## src/i2ccp_pkg.sv

```systemverilog
/*
  Package for the two-wire control port slave: constants, states, carriers.
  Assumes a single 50 MHz clock domain and no software-visible registers.
*/
package i2ccp_pkg;

  // ***************************************************************
  // Addressing
  // ***************************************************************
  localparam logic [4:0]  I2CCP_ADDR_PREFIX = 5'h0E;   // 0111 0
  localparam logic [15:0] I2CCP_SUB_MAX     = 16'hFFFF;

  // ***************************************************************
  // Timing and counts
  // ***************************************************************
  localparam int          I2CCP_CLK_MHZ        = 50;
  localparam logic [1:0]  I2CCP_LATCH_PULSES   = 2'h3;
  localparam logic [3:0]  I2CCP_BITS_PER_BYTE  = 4'h8;
  localparam logic [2:0]  I2CCP_WLEN_RESET     = 3'h1;

  // ***************************************************************
  // Control modes
  // ***************************************************************
  typedef enum logic [2:0] {
    I2CCP_MODE_I2C  = 3'b001,
    I2CCP_MODE_SPI  = 3'b010,
    I2CCP_MODE_BOOT = 3'b100
  } i2ccp_mode_t;

  // ***************************************************************
  // Slave states
  // ***************************************************************
  typedef enum logic [6:0] {
    I2CCP_ST_IDLE  = 7'b0000001,
    I2CCP_ST_ADDR  = 7'b0000010,
    I2CCP_ST_SUBHI = 7'b0000100,
    I2CCP_ST_SUBLO = 7'b0001000,
    I2CCP_ST_WDATA = 7'b0010000,
    I2CCP_ST_RDATA = 7'b0100000,
    I2CCP_ST_ACK   = 7'b1000000
  } i2ccp_state_t;

  // ***************************************************************
  // Carriers to and from the memory side
  // ***************************************************************
  typedef struct packed {
    logic        valid;
    logic [15:0] addr;
    logic [2:0]  index;
    logic [7:0]  data;
  } i2ccp_wr_t;

  typedef struct packed {
    logic        valid;
    logic [2:0]  wlen;
    logic        ro;
  } i2ccp_map_t;

endpackage : i2ccp_pkg

```

## src/i2ccp_slave.sv

```systemverilog
/*
  Two-wire control port slave of the audio processor with mode selection.
  Assumes open-drain SDA/SCL resolved outside, a memory map answering the
  subaddress decode combinationally and read data valid one cycle after
  rd_req.
*/
`timescale 1ns/1ns
module i2ccp_slave
  import i2ccp_pkg::*;
(
  // Clock and reset
  input  wire logic        clk_sys,
  input  wire logic        rst_n,
  input  wire logic        clk_en,
  // Bus pins
  input  wire logic        scl_in,
  input  wire logic        sda_in,
  output      logic        sda_out,
  output      logic        sda_oe_n,
  // Straps and latch
  input  wire logic        boot_source_select_pin,
  input  wire logic        serial_latch_pin,
  input  wire logic        bus_addr_select_lo,
  input  wire logic        bus_addr_select_hi,
  // Mode
  output      i2ccp_mode_t mode,
  output      logic        boot_start,
  // Memory side
  output      logic [15:0] map_addr,
  input  wire i2ccp_map_t  map_info,
  output      i2ccp_wr_t   wr,
  output      logic        rd_req,
  output      logic [2:0]  rd_index,
  input  wire logic [7:0]  rd_data
);

  // ***************************************************************
  // Input synchronisers
  // ***************************************************************
  // Three stages; a change counts once stages two and three agree
  logic [2:0] scl_s_r, sda_s_r, lat_s_r, scl_s_nxt, sda_s_nxt, lat_s_nxt;
  logic       scl_q_r, sda_q_r, lat_q_r, scl_q_nxt, sda_q_nxt, lat_q_nxt;

  always_comb begin
    scl_s_nxt = {scl_s_r[1:0], scl_in};
    sda_s_nxt = {sda_s_r[1:0], sda_in};
    lat_s_nxt = {lat_s_r[1:0], serial_latch_pin};
    scl_q_nxt = (scl_s_r[2] == scl_s_r[1]) ? scl_s_r[2] : scl_q_r;
    sda_q_nxt = (sda_s_r[2] == sda_s_r[1]) ? sda_s_r[2] : sda_q_r;
    lat_q_nxt = (lat_s_r[2] == lat_s_r[1]) ? lat_s_r[2] : lat_q_r;
  end

  always_ff @(posedge clk_sys) begin
    if (!rst_n) begin
      scl_s_r <= 3'h7;
      sda_s_r <= 3'h7;
      lat_s_r <= 3'h7;
      scl_q_r <= 1'b1;
      sda_q_r <= 1'b1;
      lat_q_r <= 1'b1;
    end else if (clk_en) begin
      scl_s_r <= scl_s_nxt;
      sda_s_r <= sda_s_nxt;
      lat_s_r <= lat_s_nxt;
      scl_q_r <= scl_q_nxt;
      sda_q_r <= sda_q_nxt;
      lat_q_r <= lat_q_nxt;
    end
  end

  logic scl_rise, scl_fall, start_c, stop_c, lat_fall;
  assign scl_rise = scl_q_nxt & ~scl_q_r;
  assign scl_fall = ~scl_q_nxt & scl_q_r;
  assign start_c  = scl_q_r & scl_q_nxt & sda_q_r & ~sda_q_nxt;
  assign stop_c   = scl_q_r & scl_q_nxt & ~sda_q_r & sda_q_nxt;
  assign lat_fall = ~lat_q_nxt & lat_q_r;

  // ***************************************************************
  // Control mode
  // ***************************************************************
  // Strap caught by a clocked process on the first enabled cycle after reset
  i2ccp_mode_t mode_r, mode_nxt;
  logic        strap_done_r, strap_done_nxt;
  logic [1:0]  lat_cnt_r, lat_cnt_nxt;
  logic        boot_r, boot_nxt;

  always_comb begin
    mode_nxt       = mode_r;
    strap_done_nxt = 1'b1;
    lat_cnt_nxt    = lat_cnt_r;
    boot_nxt       = 1'b0;
    if (!strap_done_r) begin
      if (boot_source_select_pin) begin
        mode_nxt = I2CCP_MODE_BOOT;
        boot_nxt = 1'b1;
      end else begin
        mode_nxt = I2CCP_MODE_I2C;
      end
    end else if (mode_r == I2CCP_MODE_I2C && lat_fall) begin
      lat_cnt_nxt = lat_cnt_r + 2'h1;
      if (lat_cnt_nxt == I2CCP_LATCH_PULSES)
        mode_nxt = I2CCP_MODE_SPI;
    end
  end

  always_ff @(posedge clk_sys) begin
    if (!rst_n) begin
      mode_r       <= I2CCP_MODE_I2C;
      strap_done_r <= 1'b0;
      lat_cnt_r    <= 2'h0;
      boot_r       <= 1'b0;
    end else if (clk_en) begin
      mode_r       <= mode_nxt;
      strap_done_r <= strap_done_nxt;
      lat_cnt_r    <= lat_cnt_nxt;
      boot_r       <= boot_nxt;
    end
  end

  assign mode       = mode_r;
  assign boot_start = boot_r;

  // ***************************************************************
  // Slave engine
  // ***************************************************************
  i2ccp_state_t st_r, st_nxt, ret_r, ret_nxt;
  logic [7:0]   sh_r, sh_nxt;
  logic [3:0]   bit_r, bit_nxt;
  logic [15:0]  sub_r, sub_nxt;
  logic [2:0]   idx_r, idx_nxt;
  logic         ack_r, ack_nxt;       // Drive ninth bit low
  logic         rdrv_r, rdrv_nxt;     // Driving read data
  logic         top_r, top_nxt;       // Highest location reached; further writes refused
  i2ccp_wr_t    wr_r, wr_nxt;
  logic         rreq_r, rreq_nxt;
  logic         sda_o_r, sda_o_nxt;
  logic         active;

  assign active   = strap_done_r && mode_r == I2CCP_MODE_I2C;
  assign map_addr = sub_r;

  always_comb begin
    st_nxt    = st_r;
    ret_nxt   = ret_r;
    sh_nxt    = sh_r;
    bit_nxt   = bit_r;
    sub_nxt   = sub_r;
    idx_nxt   = idx_r;
    ack_nxt   = ack_r;
    rdrv_nxt  = rdrv_r;
    top_nxt   = top_r;
    wr_nxt    = '0;
    rreq_nxt  = 1'b0;
    sda_o_nxt = sda_o_r;
    if (!active || stop_c) begin
      st_nxt    = I2CCP_ST_IDLE;
      ack_nxt   = 1'b0;
      rdrv_nxt  = 1'b0;
      sda_o_nxt = 1'b1;
    end else if (start_c) begin
      // Start anywhere, repeated or out of sequence, restarts addressing
      st_nxt    = I2CCP_ST_ADDR;
      bit_nxt   = 4'h0;
      ack_nxt   = 1'b0;
      rdrv_nxt  = 1'b0;
      sda_o_nxt = 1'b1;
    end else begin
      unique case (st_r)
        I2CCP_ST_IDLE: begin
          sda_o_nxt = 1'b1;
        end
        I2CCP_ST_ADDR, I2CCP_ST_SUBHI, I2CCP_ST_SUBLO,
        I2CCP_ST_WDATA: begin
          if (scl_rise) begin
            sh_nxt  = {sh_r[6:0], sda_q_r};
            bit_nxt = bit_r + 4'h1;
          end
          if (scl_fall && bit_r == I2CCP_BITS_PER_BYTE) begin
            bit_nxt = 4'h0;
            ret_nxt = st_r;
            st_nxt  = I2CCP_ST_ACK;
            ack_nxt = 1'b0;
            unique case (st_r)
              I2CCP_ST_ADDR: begin
                if (sh_r[7:3] == I2CCP_ADDR_PREFIX &&
                    sh_r[2] == bus_addr_select_hi &&
                    sh_r[1] == bus_addr_select_lo) begin
                  ack_nxt  = 1'b1;
                  rdrv_nxt = sh_r[0];
                  idx_nxt  = 3'h0;
                  top_nxt  = 1'b0;
                  rreq_nxt = sh_r[0];
                end else begin
                  st_nxt = I2CCP_ST_IDLE;
                end
              end
              I2CCP_ST_SUBHI: begin
                sub_nxt[15:8] = sh_r;
                ack_nxt       = 1'b1;
              end
              I2CCP_ST_SUBLO: begin
                sub_nxt[7:0] = sh_r;
                idx_nxt      = 3'h0;
                ack_nxt      = 1'b1;
              end
              default: begin
                if (map_info.valid) begin
                  // Read-only targets drop the byte but still acknowledge
                  wr_nxt.valid = ~map_info.ro;
                  wr_nxt.addr  = sub_r;
                  wr_nxt.index = idx_r;
                  wr_nxt.data  = sh_r;
                  ack_nxt      = 1'b1;
                  if (idx_r + 3'h1 >= map_info.wlen) begin
                    idx_nxt = 3'h0;
                    if (sub_r == I2CCP_SUB_MAX)
                      top_nxt = 1'b1;
                    else
                      sub_nxt = sub_r + 16'h0001;
                  end else begin
                    idx_nxt = idx_r + 3'h1;
                  end
                  if (top_r) begin
                    wr_nxt.valid = 1'b0;
                    ack_nxt      = 1'b0;
                    st_nxt       = I2CCP_ST_IDLE;
                  end
                end else begin
                  st_nxt = I2CCP_ST_IDLE;
                end
              end
            endcase
            if (st_r == I2CCP_ST_SUBLO && !map_info.valid) begin
              // Decode is checked once the full subaddress is known
              ack_nxt = 1'b1;
            end
            sda_o_nxt = ~ack_nxt;
          end
        end
        I2CCP_ST_RDATA: begin
          // Bit counter runs on falls; 8 bits then master ack slot
          if (scl_fall) begin
            bit_nxt = bit_r + 4'h1;
            if (bit_r < I2CCP_BITS_PER_BYTE) begin
              sda_o_nxt = rd_data[3'h7 - bit_r[2:0]];
            end else if (bit_r == I2CCP_BITS_PER_BYTE) begin
              sda_o_nxt = 1'b1;
            end else begin
              bit_nxt   = 4'h1;
              sda_o_nxt = rd_data[7];
            end
          end
          // Request on the ack rise so data settles before the next fall
          if (scl_rise && bit_r == I2CCP_BITS_PER_BYTE + 4'h1) begin
            rreq_nxt = !sda_q_r && map_info.valid;
            if (sda_q_r) begin
              st_nxt   = I2CCP_ST_IDLE;
              rdrv_nxt = 1'b0;
            end else if (!map_info.valid) begin
              st_nxt   = I2CCP_ST_IDLE;
              rdrv_nxt = 1'b0;
            end else if (idx_r + 3'h1 >= map_info.wlen) begin
              idx_nxt = 3'h0;
              if (sub_r != I2CCP_SUB_MAX)
                sub_nxt = sub_r + 16'h0001;
              else
                top_nxt = 1'b1;
            end else begin
              idx_nxt = idx_r + 3'h1;
            end
          end
        end
        I2CCP_ST_ACK: begin
          if (scl_fall) begin
            ack_nxt   = 1'b0;
            sda_o_nxt = 1'b1;
            unique case (ret_r)
              I2CCP_ST_ADDR:
                st_nxt = rdrv_r ? I2CCP_ST_RDATA : I2CCP_ST_SUBHI;
              I2CCP_ST_SUBHI: st_nxt = I2CCP_ST_SUBLO;
              default:        st_nxt = I2CCP_ST_WDATA;
            endcase
            if (ret_r == I2CCP_ST_ADDR && rdrv_r) begin
              sda_o_nxt = rd_data[7];
              bit_nxt   = 4'h1;
            end
            if (ret_r == I2CCP_ST_SUBLO && !map_info.valid) begin
              st_nxt = I2CCP_ST_IDLE;
            end
          end
        end
        default: st_nxt = I2CCP_ST_IDLE;
      endcase
    end
  end

  always_ff @(posedge clk_sys) begin
    if (!rst_n) begin
      st_r    <= I2CCP_ST_IDLE;
      ret_r   <= I2CCP_ST_IDLE;
      sh_r    <= 8'h00;
      bit_r   <= 4'h0;
      sub_r   <= 16'h0000;
      idx_r   <= 3'h0;
      ack_r   <= 1'b0;
      rdrv_r  <= 1'b0;
      top_r   <= 1'b0;
      wr_r    <= '0;
      rreq_r  <= 1'b0;
      sda_o_r <= 1'b1;
    end else if (clk_en) begin
      st_r    <= st_nxt;
      ret_r   <= ret_nxt;
      sh_r    <= sh_nxt;
      bit_r   <= bit_nxt;
      sub_r   <= sub_nxt;
      idx_r   <= idx_nxt;
      ack_r   <= ack_nxt;
      rdrv_r  <= rdrv_nxt;
      top_r   <= top_nxt;
      wr_r    <= wr_nxt;
      rreq_r  <= rreq_nxt;
      sda_o_r <= sda_o_nxt;
    end
  end

  // Open drain: only a low is ever driven
  assign sda_out  = 1'b0;
  assign sda_oe_n = sda_o_r;
  assign wr       = wr_r;
  assign rd_req   = rreq_r;
  assign rd_index = idx_r;

endmodule : i2ccp_slave

```

## config.mk

```make
export PLATFORM = sky130hd
export DESIGN_NAME = i2ccp_slave
export DESIGN_NICKNAME = d
export VERILOG_FILES = /design/src/i2ccp_pkg.sv /design/src/i2ccp_slave.sv
export SDC_FILE = /design/constraint.sdc
export NUM_CORES = 1
export LEC_CHECK = 0
export BUFFER_PORTS_ARGS = -buffer_cell sky130_fd_sc_hd__buf_2
export CORE_MARGIN = 2
export CORE_UTILIZATION = 49
export DETAILED_ROUTE_END_ITERATION = 10
export PLACE_DENSITY = 0.77
export SLEW_MARGIN = 20
export SYNTH_ARGS = -nofsm -noshare
export SYNTH_HDL_FRONTEND = slang
export SYNTH_SLANG_ARGS = --single-unit
```

## constraint.sdc

```tcl
create_clock -name clk_sys -period 3.8 [get_ports clk_sys]
set_clock_uncertainty 0.1 [all_clocks]
set_input_delay 0.76 -clock clk_sys [delete_from_list [all_inputs] [get_ports clk_sys]]
set_output_delay 0.76 -clock clk_sys [all_outputs]
set_load 0.01 [all_outputs]
```

# Word level (Yosys, flattened, before mapping)
# Cells that the tools add are included.
# op_classes
n_addsub,5
div,0
n_reduce_logical,35
muxes,108
n_mul,0
n_eq_ne,57
bitwise,17
n_lt_le_gt_ge,3
shifts,0
# ops
op,count
28-bit 2-to-1 mux,6
16-bit 2-to-1 mux,9
7-bit 2-to-1 mux,11
1-bit 2-to-1 mux,47
"3-bit != test, second input constant",14
4-bit 2-to-1 mux,8
16-bit one-hot mux with 2 select lines,1
8-bit one-hot mux with 2 select lines,2
3-bit 2-to-1 mux,10
"4-bit != test, second input constant",7
7-bit one-hot mux with 4 select lines,1
14-bit AND reduction,2
"2-bit != test, second input constant",11
"16-bit by 1-bit adder with 16-bit output, second input constant",1
"16-bit equality test, second input constant",1
"16-bit != test, second input constant",1
15-bit AND reduction,1
5-bit AND reduction,3
"7-bit by 2-bit equality test with 1-bit output, second input constant",2
"7-bit by 3-bit equality test with 1-bit output, second input constant",2
"7-bit by 4-bit equality test with 1-bit output, second input constant",2
7-bit one-hot mux with 2 select lines,1
7-bit AND reduction,2
4-bit one-hot mux with 3 select lines,1
other kinds (39),79
# word_totals
register_bits,96
input_bits,22
ramBits,0
mem_bits_ro,0
n_memories,0
latch_bits,0

# Logic depth before layout (Yosys ltp)
# Gate-level depths: netlist (run 1).
# logic_depth
depth_word,15
depth_mapped,10
depth_no_buf,9

# Worst setup path after synthesis (run 1)
# No wires, ideal clock.
# synth_timing
path_type,flip-flop to flip-flop
startpoint,"reg sub_r[0], in the netlist map_addr[0]"
endpoint,"reg sub_r[0], in the netlist map_addr[0]"
required_ns,3.578
n_path_buf,1
setup_slack_ns,1.040
path_stages_with_launch,9
setup_ns,0.122
arrival_time_ns,2.538
cell_sequence,dfxtp_1 -> ha_1 -> nand3_1 -> or4_1 -> o211ai_1 -> clkbuf_1 -> a211oi_1 -> a22o_1 -> a311o_1
# synth_between
elab_chain_len,7
# synth_rtl
element,line,text
start: declaration,i2ccp_slave.sv:129,"logic [15:0] sub_r, sub_nxt;"
start signal: assignment,i2ccp_slave.sv:316,sub_r <= sub_nxt;
16-bit by 1-bit adder with 16-bit output,"i2ccp_slave.sv:219, i2ccp_slave.sv:265",
"16-bit 2-to-1 mux, on equally long branches","i2ccp_slave.sv:216, i2ccp_slave.sv:264",
"16-bit 2-to-1 mux, on equally long branches","i2ccp_slave.sv:214, i2ccp_slave.sv:262",
"16-bit 2-to-1 mux, on equally long branches","i2ccp_slave.sv:207, i2ccp_slave.sv:259",
8-bit one-hot mux with 2 select lines / 16-bit 2-to-1 mux (equally long branches),"i2ccp_slave.sv:183, i2ccp_slave.sv:256",
"16-bit 2-to-1 mux, on equally long branches","i2ccp_slave.sv:178, i2ccp_slave.sv:254",
16-bit one-hot mux with 2 select lines,i2ccp_slave.sv:168,unique case (st_r)
# Several ways; a longest one is shown, not always the timed one. The select of a mux whose other input is x is not followed.
# A chain may end at the register's enable or synchronous reset.

# Worst setup path after layout (run 1)
# layout_timing
startpoint,reg st_r[2]
endpoint,"reg sub_r[3], in the netlist map_addr[3]"
# layout_between
elab_chain_len,5
# layout_rtl
element,line,text
start: declaration,i2ccp_slave.sv:126,"i2ccp_state_t st_r, st_nxt, ret_r, ret_nxt;"
start signal: assignment,i2ccp_slave.sv:312,st_r <= st_nxt;
7-bit by 2-bit equality test with 1-bit output / 7-bit by 3-bit equality test with 1-bit output (equally long branches),"i2ccp_slave.sv:168, i2ccp_slave.sv:183",
2-bit OR reduction (no source line),n/a,
8-bit one-hot mux with 2 select lines,i2ccp_slave.sv:183,unique case (st_r)
16-bit 2-to-1 mux,i2ccp_slave.sv:178,if (scl_fall && bit_r == I2CCP_BITS_PER_BYTE) begin
16-bit one-hot mux with 2 select lines,i2ccp_slave.sv:168,
# Several ways; a longest one is shown, not always the timed one. The select of a mux whose other input is x is not followed.

==> flow_summary.ini, run 1 <==
[status]
outcome = completed

[detailed_routing]
post-route-drc-count = 0
via_count = 5100
wl_per_cell_um = 16.9
drtIter0Drc = 347
routed_wl_um = 14200
antenna_left = 0
via_per_inst = 6.06
drt_pass1_iterations = 5

[cells_and_area]
final_nets = 726
area_growth_pct = 12.3
diodes = 0
fillers = 983
ff_latch_area_um2 = 1920
multiInputGateArea_um2 = 3260
final_cell_area_um2 = 6060
drive_gt1_share_pct = 18.4

[die]
rows = 38
die_area_um2 = 11900
die_y_um = 109
initial_utilization_pct = 50.0
die_w_um = 109
coreArea_um2 = 10800
ios = 76

[yosys]
synthMuxAreaShare_pct = 6.61
syn_nets = 675
async_flop_share_pct = 0
syn-cell-area_um2 = 5400
synth_edf_count = 0
synth_xor_area_share_pct = 1.30
synth_fa_ha_area_share_pct = 1.85
synthTopCellsByCount = dfxtp_1 (96), nor2b_1 (78), nand2_1 (61)
synth.distinct_cells = 72
synth_area_per_cell_um2 = 8.37
synth_area_leader_cell = dfxtp_1
synth_compound_area_share_pct = 21.5
synthCells = 645
yosys_warnings = 0
synth_ff_type = dfxtp_1
synth-simple-area-share_pct = 28.9
synth_top_area_share_pct = 35.6
synth_top_family_by_area = simple AND/OR/NAND/NOR gates
yosys-top-cells-area = dfxtp_1 (36%), nor2b_1 (9.0%), mux2i_1 (5.6%), a21oi_1 (4.5%), nand2_1 (4.2%)
yosysMostFrequentCell = dfxtp_1
seq_area_frac_synth_pct = 35.6
ys_ff_latch = 96

[worst_setup_path]
ff2ff_setup_slack_ns = 0.58
end_kind = flop
crit_fanout = 14
worstSetupStartpointType = flop
cp.required_ns = 3.97
cp_data_arrival_time_ns = 3.39
path_class = reg2reg

[timing]
setup-violations-final = 0
tightestPinTransition_ns = 0.954
slew_violations = 0
rsz0062_at_grt = no
finalCritPeriodShare_pct = 84.7
finalCriticalPeriod_ns = 3.22
fin_setup_tns_ns = 0
slew_headroom_pct = 36.4
final-hold-violation-count = 0
fmax_mhz = 311

[pwr]
peakVddDrop_mv = 0.186
power.density_nw_per_um2 = 304
leakagePower_nw = 2.41

[place]
port_buffers = 74
place_area_um2 = 5850
dp_hpwl_um = 9890
globalplace.congestion = 0.936

[grt]
grt_max_degree = 111
first_global_vias = 4660
met3_usage_pct = 3.53
grtUsageMet2_pct = 37.5
grt_overflow = 0
track_usage_pct = 24.1
grt-busiest-layer = met2
antenna_found_initial = 0
grt_pass1_wl_um = 22600
grt_use_met1_pct = 33.2

[cts]
clkLatencyLatePin_ns = 0.37
cts_made_buffers = 9
htree_levels = 3
holdBufCountCts = 0
postCtsSetupRepairBufs = 0
cts-root-buf = clkbuf_8
cts-resized-gates = 0
clkSlewWorstSetupHoldPaths_ns = 0.10
clock_path_buffers = 2
cts_tree = built
clock_sinks = 96

[hold_path]
worstHoldPathType = reg2reg

[job]
cap_violations = 0
[layer usage]
layer | vias up | part of all wire [%]
met4 | 0 | 2.7
met1 | 2408 | 46
met2 | 203 | 45
li1 | 2454 | -
met3 | 35 | 6.3
met5 | - | 0
[flip-flops by register name, summed over array words and instances, names as in the netlist]
| register | count |
|---|---|
| sh_r | 8 |
| top_r | 1 |
| sda_oe_n | 1 |
| sda_q_r | 1 |
| st_r | 7 |
| rd_index | 3 |
| map_addr | 16 |
| boot_start | 1 |
| ret_r | 7 |
| bit_r | 4 |
| lat_s_r | 3 |
| rdrv_r | 1 |
| sda_s_r | 3 |
| lat_cnt_r | 2 |
| wr | 28 |
| scl_s_r | 3 |
| mode | 3 |
| lat_q_r | 1 |
| rd_req | 1 |
| scl_q_r | 1 |
| strap_done_r | 1 |
[worst paths after layout]
path / from / endpoint / cells past startpoint
hold reg to reg: ret_r[0]$_SDFFE_PN1P_ / ret_r[0]$_SDFFE_PN1P_ / 2
hold / removal: ret_r[0]$_SDFFE_PN1P_ / ret_r[0]$_SDFFE_PN1P_ / 2
setup reg to reg: st_r[2]$_SDFFE_PN0P_ / map_addr[3]$_SDFFE_PN0P_ / 7
setup / recovery: st_r[2]$_SDFFE_PN0P_ / map_addr[3]$_SDFFE_PN0P_ / 7
[worst max-delay path: stages (launching register included)]
cell,delay (ns)
dfxtp_1,0.62
or4b_2,0.70
o311a_1,0.22
nor3_1,0.58
nor3_1,0.15
buf_4,0.21
and3_1,0.27
a31o_2,0.27
[power breakdown]
part | leakage (nW) | internal (mW) | switching [mW]
logic | 1.53 | 0.0429 | 0.0645
clock network | 0.102 | 0.344 | 0.371
registers | 0.775 | 1.01 | 0.00567
[layout make-up]
| class | instances | area share [%] |
|---|---|---|
| Clock buffer | 11 | 2.50 |
| Clock inverter | 5 | 1.03 |
| Inverter | 13 | 0.805 |
| Multi-Input combinational cell | 492 | 53.7 |
| Sequential cell | 96 | 31.7 |
| Tap cell | 140 | 2.89 |
| Timing Repair Buffer | 84 | 7.35 |
[kinds of logic (layout without fill, tap and decap cells)]
kind of cell	Yosys count	after routing
DFF	96	96
and+or+nand+nor	275	275
other	1	1
AOI/OAI and AO/OA	167	167
xor gates and xnor gates	8	8
muxes	33	33
buffers and inverters	57	113
adders and majority gates	8	8
[placed cells by master, fill, tap and decap left out, types with 15 or more instances in the layout]
| master | Yosys | final |
|---|---|---|
| dfxtp_1 | 96 | 96 |
| nand2_1 | 61 | 61 |
| a21oi_1 | 49 | 49 |
| nor2_1 | 26 | 26 |
| mux2i_1 | 30 | 30 |
| buf_2 | 7 | 74 |
| nor2b_1 | 78 | 78 |
| o21ai_0 | 23 | 23 |
| nor3_1 | 15 | 15 |
[through the flow]
step	util (%)	power (mW)	hold slack [ns]	worst slack, ns	cells
6_report	56.2	1.84	0.355	0.580	841
5_1_grt	56.2	1.90	0.393	0.493	841
4_1_cts	56.2	1.85	0.367	0.675	841
3_5_place_dp	54.2	1.15	0.353	0.623	825
3_3_place_gp	54.2	1.14	0.333	0.744	825
2_1_floorplan	-	1.11	0.323	1.04	645
No activity file was read; power rests on OpenSTA's default activity.
==> run 2: changes to the inputs <==
--- a/config.mk
+++ b/config.mk
@@ -5,11 +5,12 @@
 export SDC_FILE = /design/constraint.sdc
 export NUM_CORES = 1
 export LEC_CHECK = 0
+export ABC_AREA = 1
 export BUFFER_PORTS_ARGS = -buffer_cell sky130_fd_sc_hd__buf_2
 export CORE_MARGIN = 2
 export CORE_UTILIZATION = 49
 export DETAILED_ROUTE_END_ITERATION = 10
-export PLACE_DENSITY = 0.77
+export PLACE_DENSITY = 0.8
 export SLEW_MARGIN = 20
 export SYNTH_ARGS = -nofsm -noshare
 export SYNTH_HDL_FRONTEND = slang
==> constraint.sdc (replaced) <==
create_clock -name clk_sys -period 2.6 [get_ports clk_sys]
set_clock_uncertainty 0.1 [all_clocks]
set_input_delay 0.52 -clock clk_sys [delete_from_list [all_inputs] [get_ports clk_sys]]
set_output_delay 0.52 -clock clk_sys [all_outputs]
set_load 0.01 [all_outputs]
==> run 2 against run 1 <==
Sequential share of layout area fell by 0.072 points. Worst setup slack got worse by 0.35 ns. Flip-flop and latch count did not move. Synthesized cell count rose by 27%. Global-route usage fell by 0.96 points. Clock-buffer cell count fell by 1. Clock power rose by 32%. Combinational power rose to 2.8 times the previous value. Via count rose by 6.2%. Critical endpoint is now map_addr[15]$_SDFFE_PN0P_. Largest cell class unchanged. Largest power group unchanged.
==> flow_summary.ini, run 2 <==
[status]
outcome = completed

[worst_setup_path]
cp_slowest_stage_delay_ns = 0.41
crit_top_cell = nand2_1
crit_fanout = 10
cp_data_arrival_time_ns = 2.53
crit_slowest_cell = dfxtp_1
cp.required_ns = 2.76
end_kind = flop
path_class = reg2reg
worstRegToRegCells = 15
r2r-end = map_addr[15]$_SDFFE_PN0P_
worstSetupStartpointType = flop
ff2ff_setup_slack_ns = 0.23
timing.critical_path.cells = ha_1 -> xor2_1 -> ha_1 -> a21oi_1 -> nand3_1 -> nand2_1 -> inv_1 -> nand2_1 -> nand2_1 -> nor2_1 -> nor2_4 -> nand2_4 -> nand2_1 -> nand2_1 -> nor2_1
r2r_start = rd_index[1]$_SDFFE_PN0P_

[cts]
cts_made_buffers = 9
cts_tree = built
cts-resized-gates = 0
clkSlewWorstSetupHoldPaths_ns = 0.10
clock_sinks = 96
cts-root-buf = clkbuf_8
holdBufCountCts = 0
htree_levels = 3
postCtsSetupRepairBufs = 0
clkLatencyLatePin_ns = 0.38
clock_path_buffers = 2

[detailed_routing]
drt_pass1_iterations = 6
routed_wl_um = 13100
wl_per_cell_um = 12.7
antenna_left = 0
drtIter0Drc = 467
via_per_inst = 5.24
via_count = 5418
post-route-drc-count = 0

[timing]
slew_violations = 0
finalCriticalPeriod_ns = 2.37
fin_setup_tns_ns = 0
fmax_mhz = 422
rsz0062_at_grt = no
final-hold-violation-count = 0
setup-violations-final = 0
finalCritPeriodShare_pct = 91.1

[yosys]
syn-cell-area_um2 = 5350
synth_top_area_share_pct = 35.9
synthTopCellsByCount = nand2_1 (207), nor2_1 (115), dfxtp_1 (96)
async_flop_share_pct = 0
synth_compound_area_share_pct = 14.7
synth.distinct_cells = 41
yosys_warnings = 0
synthCells = 818
synth_area_leader_cell = dfxtp_1
synth_top_family_by_area = simple AND/OR/NAND/NOR gates
synth_fa_ha_area_share_pct = 1.87
synth-simple-area-share_pct = 37.9
synth_edf_count = 0
ys_ff_latch = 96
synth_ff_type = dfxtp_1
yosysMostFrequentCell = nand2_1
syn_nets = 848
seq_area_frac_synth_pct = 35.9
synth_xor_area_share_pct = 1.15
synth_area_per_cell_um2 = 6.54
yosys-top-cells-area = dfxtp_1 (36%), nand2_1 (15%), nor2_1 (8.1%), nand3_1 (6.6%), inv_1 (5.4%)
synthMuxAreaShare_pct = 0

[die]
die_area_um2 = 11800
die_y_um = 109
ios = 76
initial_utilization_pct = 49.8
die_w_um = 109
coreArea_um2 = 10700
rows = 38

[cells_and_area]
final_cells = 1034
drive_gt1_share_pct = 18.8
mostFrequentLayoutCells = nand2_1 (207), nor2_1 (115), dfxtp_1 (96)
final_nets = 919
area_growth_pct = 13.5
diodes = 0
largest_reg_flops = 28
final_common_cell = nand2_1

[pwr]
peakVddDrop_mv = 0.243
leakagePower_nw = 2.80
power.density_nw_per_um2 = 456

[place]
dp.cells = 1018
dp_hpwl_um = 9540
port_buffers = 74
globalplace.congestion = 0.941

[grt]
grt_overflow = 0
grt_pass1_wl_um = 21900
grt_max_degree = 51
track_usage_pct = 23.1
first_global_vias = 4766
antenna_found_initial = 0

[hold_path]
whs_endpoint = scl_s_r[0]$_SDFFE_PN1P_
min_path_cells = 3
hp-start = scl_in
worstHoldPathType = in2reg

[job]
cap_violations = 0
==> run 2: changes by cell type after synthesis, moves of 17 or more <==
cell,before,now
a21oi_2,0,20
clkbuf_1,33,16
inv_1,13,77
mux2i_1,30,0
nand2_1,61,207
nand2_2,0,23
nand3_1,13,71
nor2_1,26,115
nor2b_1,78,0
o21ai_0,23,51
==> run 2: worst max-delay path: cells and delay by family (launching register included) <==
kind                       cells  cell delay, ns
xor gates and xnor gates       1            0.20
adders and majority gates      2            0.48
buffers and inverters          1            0.05
AOI/OAI and AO/OA              1            0.13
and+or+nand+nor               10            0.90
DFF                            1            0.41
==> run 2: logic make-up after synthesis <==
| kind of cell | count (synthesis) |
|---|---|
| fa+ha+maj | 8 |
| xor+xnor | 7 |
| buf+inv | 107 |
| simple gates | 461 |
| flops | 96 |
| other cells | 1 |
| compound gates | 138 |
==> run 2: power breakdown <==
| part | internal, mW | switching (mW) | total [mW] | leakage, nW |
|---|---|---|---|---|
| Clock | 0.372 | 0.569 | 0.942 | 0.0953 |
| Sequential | 1.50 | 0.0297 | 1.53 | 0.779 |
| Combinational | 0.0946 | 0.203 | 0.297 | 1.92 |
==> run 2: routing by layer <==
metal | vias to the layer above | wire, um | global-route usage [%]
met2 | 173 | 6050 | 38.5
met1 | 2430 | 5990 | 29.9
met5 | - | 0 | 0
met3 | 29 | 735 | 3.98
met4 | 0 | 346 | 8.52
li1 | 2786 | - | -
==> run 2: how the worst max path moves through the flow <==
stage	cells past startpoint	startpoint	end	slack, ns
global placement	14	rd_index[1]$_SDFFE_PN0P_	map_addr[10]$_SDFFE_PN0P_	0.34
finish	15	rd_index[1]$_SDFFE_PN0P_	map_addr[15]$_SDFFE_PN0P_	0.23
detailed placement	15	rd_index[1]$_SDFFE_PN0P_	map_addr[9]$_SDFFE_PN0P_	0.21
CTS	11	rd_index[1]$_SDFFE_PN0P_	map_addr[6]$_SDFFE_PN0P_	0.21
floorplan	14	rd_index[0]$_SDFFE_PN0P_	map_addr[10]$_SDFFE_PN0P_	0.40
global route	13	rd_index[1]$_SDFFE_PN0P_	map_addr[0]$_SDFFE_PN0P_	0.01
==> run 2: layout make-up <==
class	count	area (um2)
Sequential cell	96	1920
Clock buffer	10	128
Timing Repair Buffer	87	493
Inverter	80	300
Multi-Input combinational cell	615	3000
Clock inverter	6	57.6
Tap cell	140	175
Fill cell	1076	4670
==> run 2: stage by stage <==
stage | hold WS (ns) | power [mW] | worst slack, ns | utilization (%) | cell area (um2)
4_1_cts | 0.251 | 2.79 | 0.208 | 56.3 | 6050
3_3_place_gp | 0.337 | 1.85 | 0.341 | 54.6 | 5870
3_5_place_dp | 0.344 | 1.85 | 0.207 | 54.6 | 5870
2_1_floorplan | 0.322 | 1.77 | 0.400 | - | 5350
6_report | 0.258 | 2.77 | 0.232 | 56.5 | 6070
5_1_grt | 0.268 | 2.90 | 0.0145 | 56.5 | 6070
==> run 3: changes to the inputs <==
--- a/config.mk
+++ b/config.mk
@@ -11,6 +11,7 @@
 export CORE_UTILIZATION = 49
 export DETAILED_ROUTE_END_ITERATION = 10
 export PLACE_DENSITY = 0.8
+export REMOVE_ABC_BUFFERS = 1
 export SLEW_MARGIN = 20
 export SYNTH_ARGS = -nofsm -noshare
 export SYNTH_HDL_FRONTEND = slang
==> run 3 against run 2 <==
Register-to-register slack improved by 0.02 ns. Clock-buffer cell count unchanged. Largest power group unchanged. Sequential share of layout area decreased by 0.11 points. Maximum frequency increased by 0.78%. First-iteration DRC count decreased by 44%. Die area unchanged. Non-clock buffer count unchanged. Final cell count unchanged. Worst setup slack improved by 0.018 ns. Routed wire length decreased by 1.6%. Combinational power about the same. Flip-flop and latch count unchanged.
==> flow_summary.ini, run 3 (synthesis gave the netlist of run 2 again) <==
[worst_setup_path]
path_class = reg2reg
ff2ff_setup_slack_ns = 0.25
crit_fanout = 10
worstRegToRegCells = 12
crit_slowest_cell = dfxtp_2
end_kind = flop
cp_data_arrival_time_ns = 2.56
timing.critical_path.cells = ha_1 -> xor2_1 -> ha_1 -> nand3_1 -> nand3_1 -> a21o_1 -> nand3_1 -> nor2_2 -> nand2_4 -> nand2_1 -> nand2_1 -> nor2_1
cp_slowest_stage_delay_ns = 0.35
cp.required_ns = 2.81
crit_top_cell = nand3_1
cp_top_family = simple AND/OR/NAND/NOR gates
worstSetupStartpointType = flop
r2r-end = map_addr[10]$_SDFFE_PN0P_
r2r_start = rd_index[0]$_SDFFE_PN0P_
timing.critical_path.buf_inv = 0

[hold_path]
worstHoldPathType = in2reg
min_path_cells = 3
whs_endpoint = scl_s_r[0]$_SDFFE_PN1P_
hp-start = scl_in

[detailed_routing]
via_count = 5383
routed_wl_um = 12900
wl_per_cell_um = 12.5
drt_pass1_iterations = 5
drtIter0Drc = 263
post-route-drc-count = 0
antenna_left = 0
via_per_inst = 5.21

[cts]
cts_tree = built
cts-root-buf = clkbuf_8
clkSlewWorstSetupHoldPaths_ns = 0.09
clock_path_buffers = 2
clkLatencyLatePin_ns = 0.38
holdBufCountCts = 0
clock_sinks = 96
htree_levels = 3
cts_made_buffers = 9

[pwr]
peakVddDrop_mv = 0.252
power.density_nw_per_um2 = 477
clkPwrFrac_pct = 37.3
power_frac_seq_pct = 52.6
p_sw_share_pct = 26.4
power_mw = 2.91
leakagePower_nw = 2.81
intPower_mw = 2.14
p_sw_mw = 0.768
combPwrFrac_pct = 10.1

[job]
cap_violations = 0

[timing]
rsz0062_at_grt = no
fin_setup_tns_ns = 0
slew_headroom_pct = 66.3
finalCriticalPeriod_ns = 2.35
finalCritPeriodShare_pct = 90.4
fmax_mhz = 426
tightestPinTransition_ns = 0.503
setup-violations-final = 0
final-hold-violation-count = 0
worst_slack_ns = 0.250
slew_violations = 0

[die]
initial_utilization_pct = 49.8
die_w_um = 109
rows = 38
ios = 76
coreArea_um2 = 10700
die_area_um2 = 11800
die_y_um = 109

[grt]
antenna_found_initial = 0
grt_overflow = 0
grt_pass1_wl_um = 22300
grt_max_degree = 51
track_usage_pct = 23.3
first_global_vias = 4980

[place]
port_buffers = 74
dp_slack_ns = 0.218
globalplace.congestion = 0.944
dp_hpwl_um = 9460

[cells_and_area]
finish.utilization_pct = 56.8
area_growth_pct = 14.1
mostFrequentLayoutCells = nand2_1 (207), nor2_1 (114), dfxtp_1 (94)
diodes = 0
fillers = 1098
final_nets = 919
ff_latch_area_um2 = 1920
final_common_cell = nand2_1
multiInputGateArea_um2 = 2990
largest_reg_flops = 28
drive_gt1_share_pct = 19.0

[status]
outcome = completed
[run 3: cell count changes in the layout (fill, tap and decap cells not counted), sizes merged]
| cell | delta |
|---|---|
| bufinv | +2 |
| clkinv | +1 |
| inv | -3 |
[run 3: metal layers]
metal	track usage, %	wire length [um]	part of all wire (%)	up-vias
li1	-	-	-	2795
met1	29.1	5970	46	2427
met2	39.6	6080	47	130
met3	3.25	508	3.9	31
met4	10.9	352	2.7	0
met5	0	0	0	-
[run 3: what timing repair did]
| action | in CTS | in global routing |
|---|---|---|
| gates resized for setup | 0 | 5 |
| endpoints found under the setup margin | 0 | 13 |
| setup buffers | 0 | 0 |
[run 3: power by group through the flow]
stage	Clock, mW	Combinational [mW]	Sequential, mW
final	1.09	0.295	1.53
after CTS	1.10	0.293	1.53
after global placement	0	0.288	1.56
after global routing	1.17	0.337	1.54
after floorplan	0	0.188	1.56
after detailed placement	0	0.291	1.56
[run 3: worst max-delay path by stage]
stage,depth (start not counted),endpoint,start
2_1_floorplan,10,wr[11]$_SDFFE_PN0P_,st_r[3]$_SDFFE_PN0P_
3_3_place_gp,11,map_addr[4]$_SDFFE_PN0P_,rd_index[0]$_SDFFE_PN0P_
3_5_place_dp,15,map_addr[10]$_SDFFE_PN0P_,rd_index[0]$_SDFFE_PN0P_
4_1_cts,15,map_addr[10]$_SDFFE_PN0P_,rd_index[0]$_SDFFE_PN0P_
5_1_grt,9,sh_r[4]$_SDFFE_PN0P_,st_r[2]$_SDFFE_PN0P_
6_report,12,map_addr[10]$_SDFFE_PN0P_,rd_index[0]$_SDFFE_PN0P_
[run 3: final cells by class]
cell class                      count  area share, %
Multi-Input combinational cell    615           49.0
Sequential cell                    96           31.5
Timing Repair Buffer               87           8.08
Inverter                           80           4.92
Tap cell                          140           2.87
Clock buffer                       10           2.09
Clock inverter                      6           1.50
[run 3: through the flow]
stage | instances | hold WS [ns] | instance area [um2]
6_report | 1034 | 0.250 | 6100
5_1_grt | 1034 | 0.264 | 6100
4_1_cts | 1034 | 0.238 | 6090
3_5_place_dp | 1018 | 0.349 | 5870
3_3_place_gp | 1018 | 0.337 | 5870
2_1_floorplan | 791 | 0.322 | 5200
[run 3: worst reg2reg max path: stages, from the launching register on]
cell,delay [ns]
dfxtp_2,0.35
ha_1,0.20
xor2_1,0.15
ha_1,0.32
nand3_1,0.08
nand3_1,0.15
a21o_1,0.17
nand3_1,0.09
nor2_2,0.29
nand2_4,0.14
nand2_1,0.08
nand2_1,0.04
nor2_1,0.11
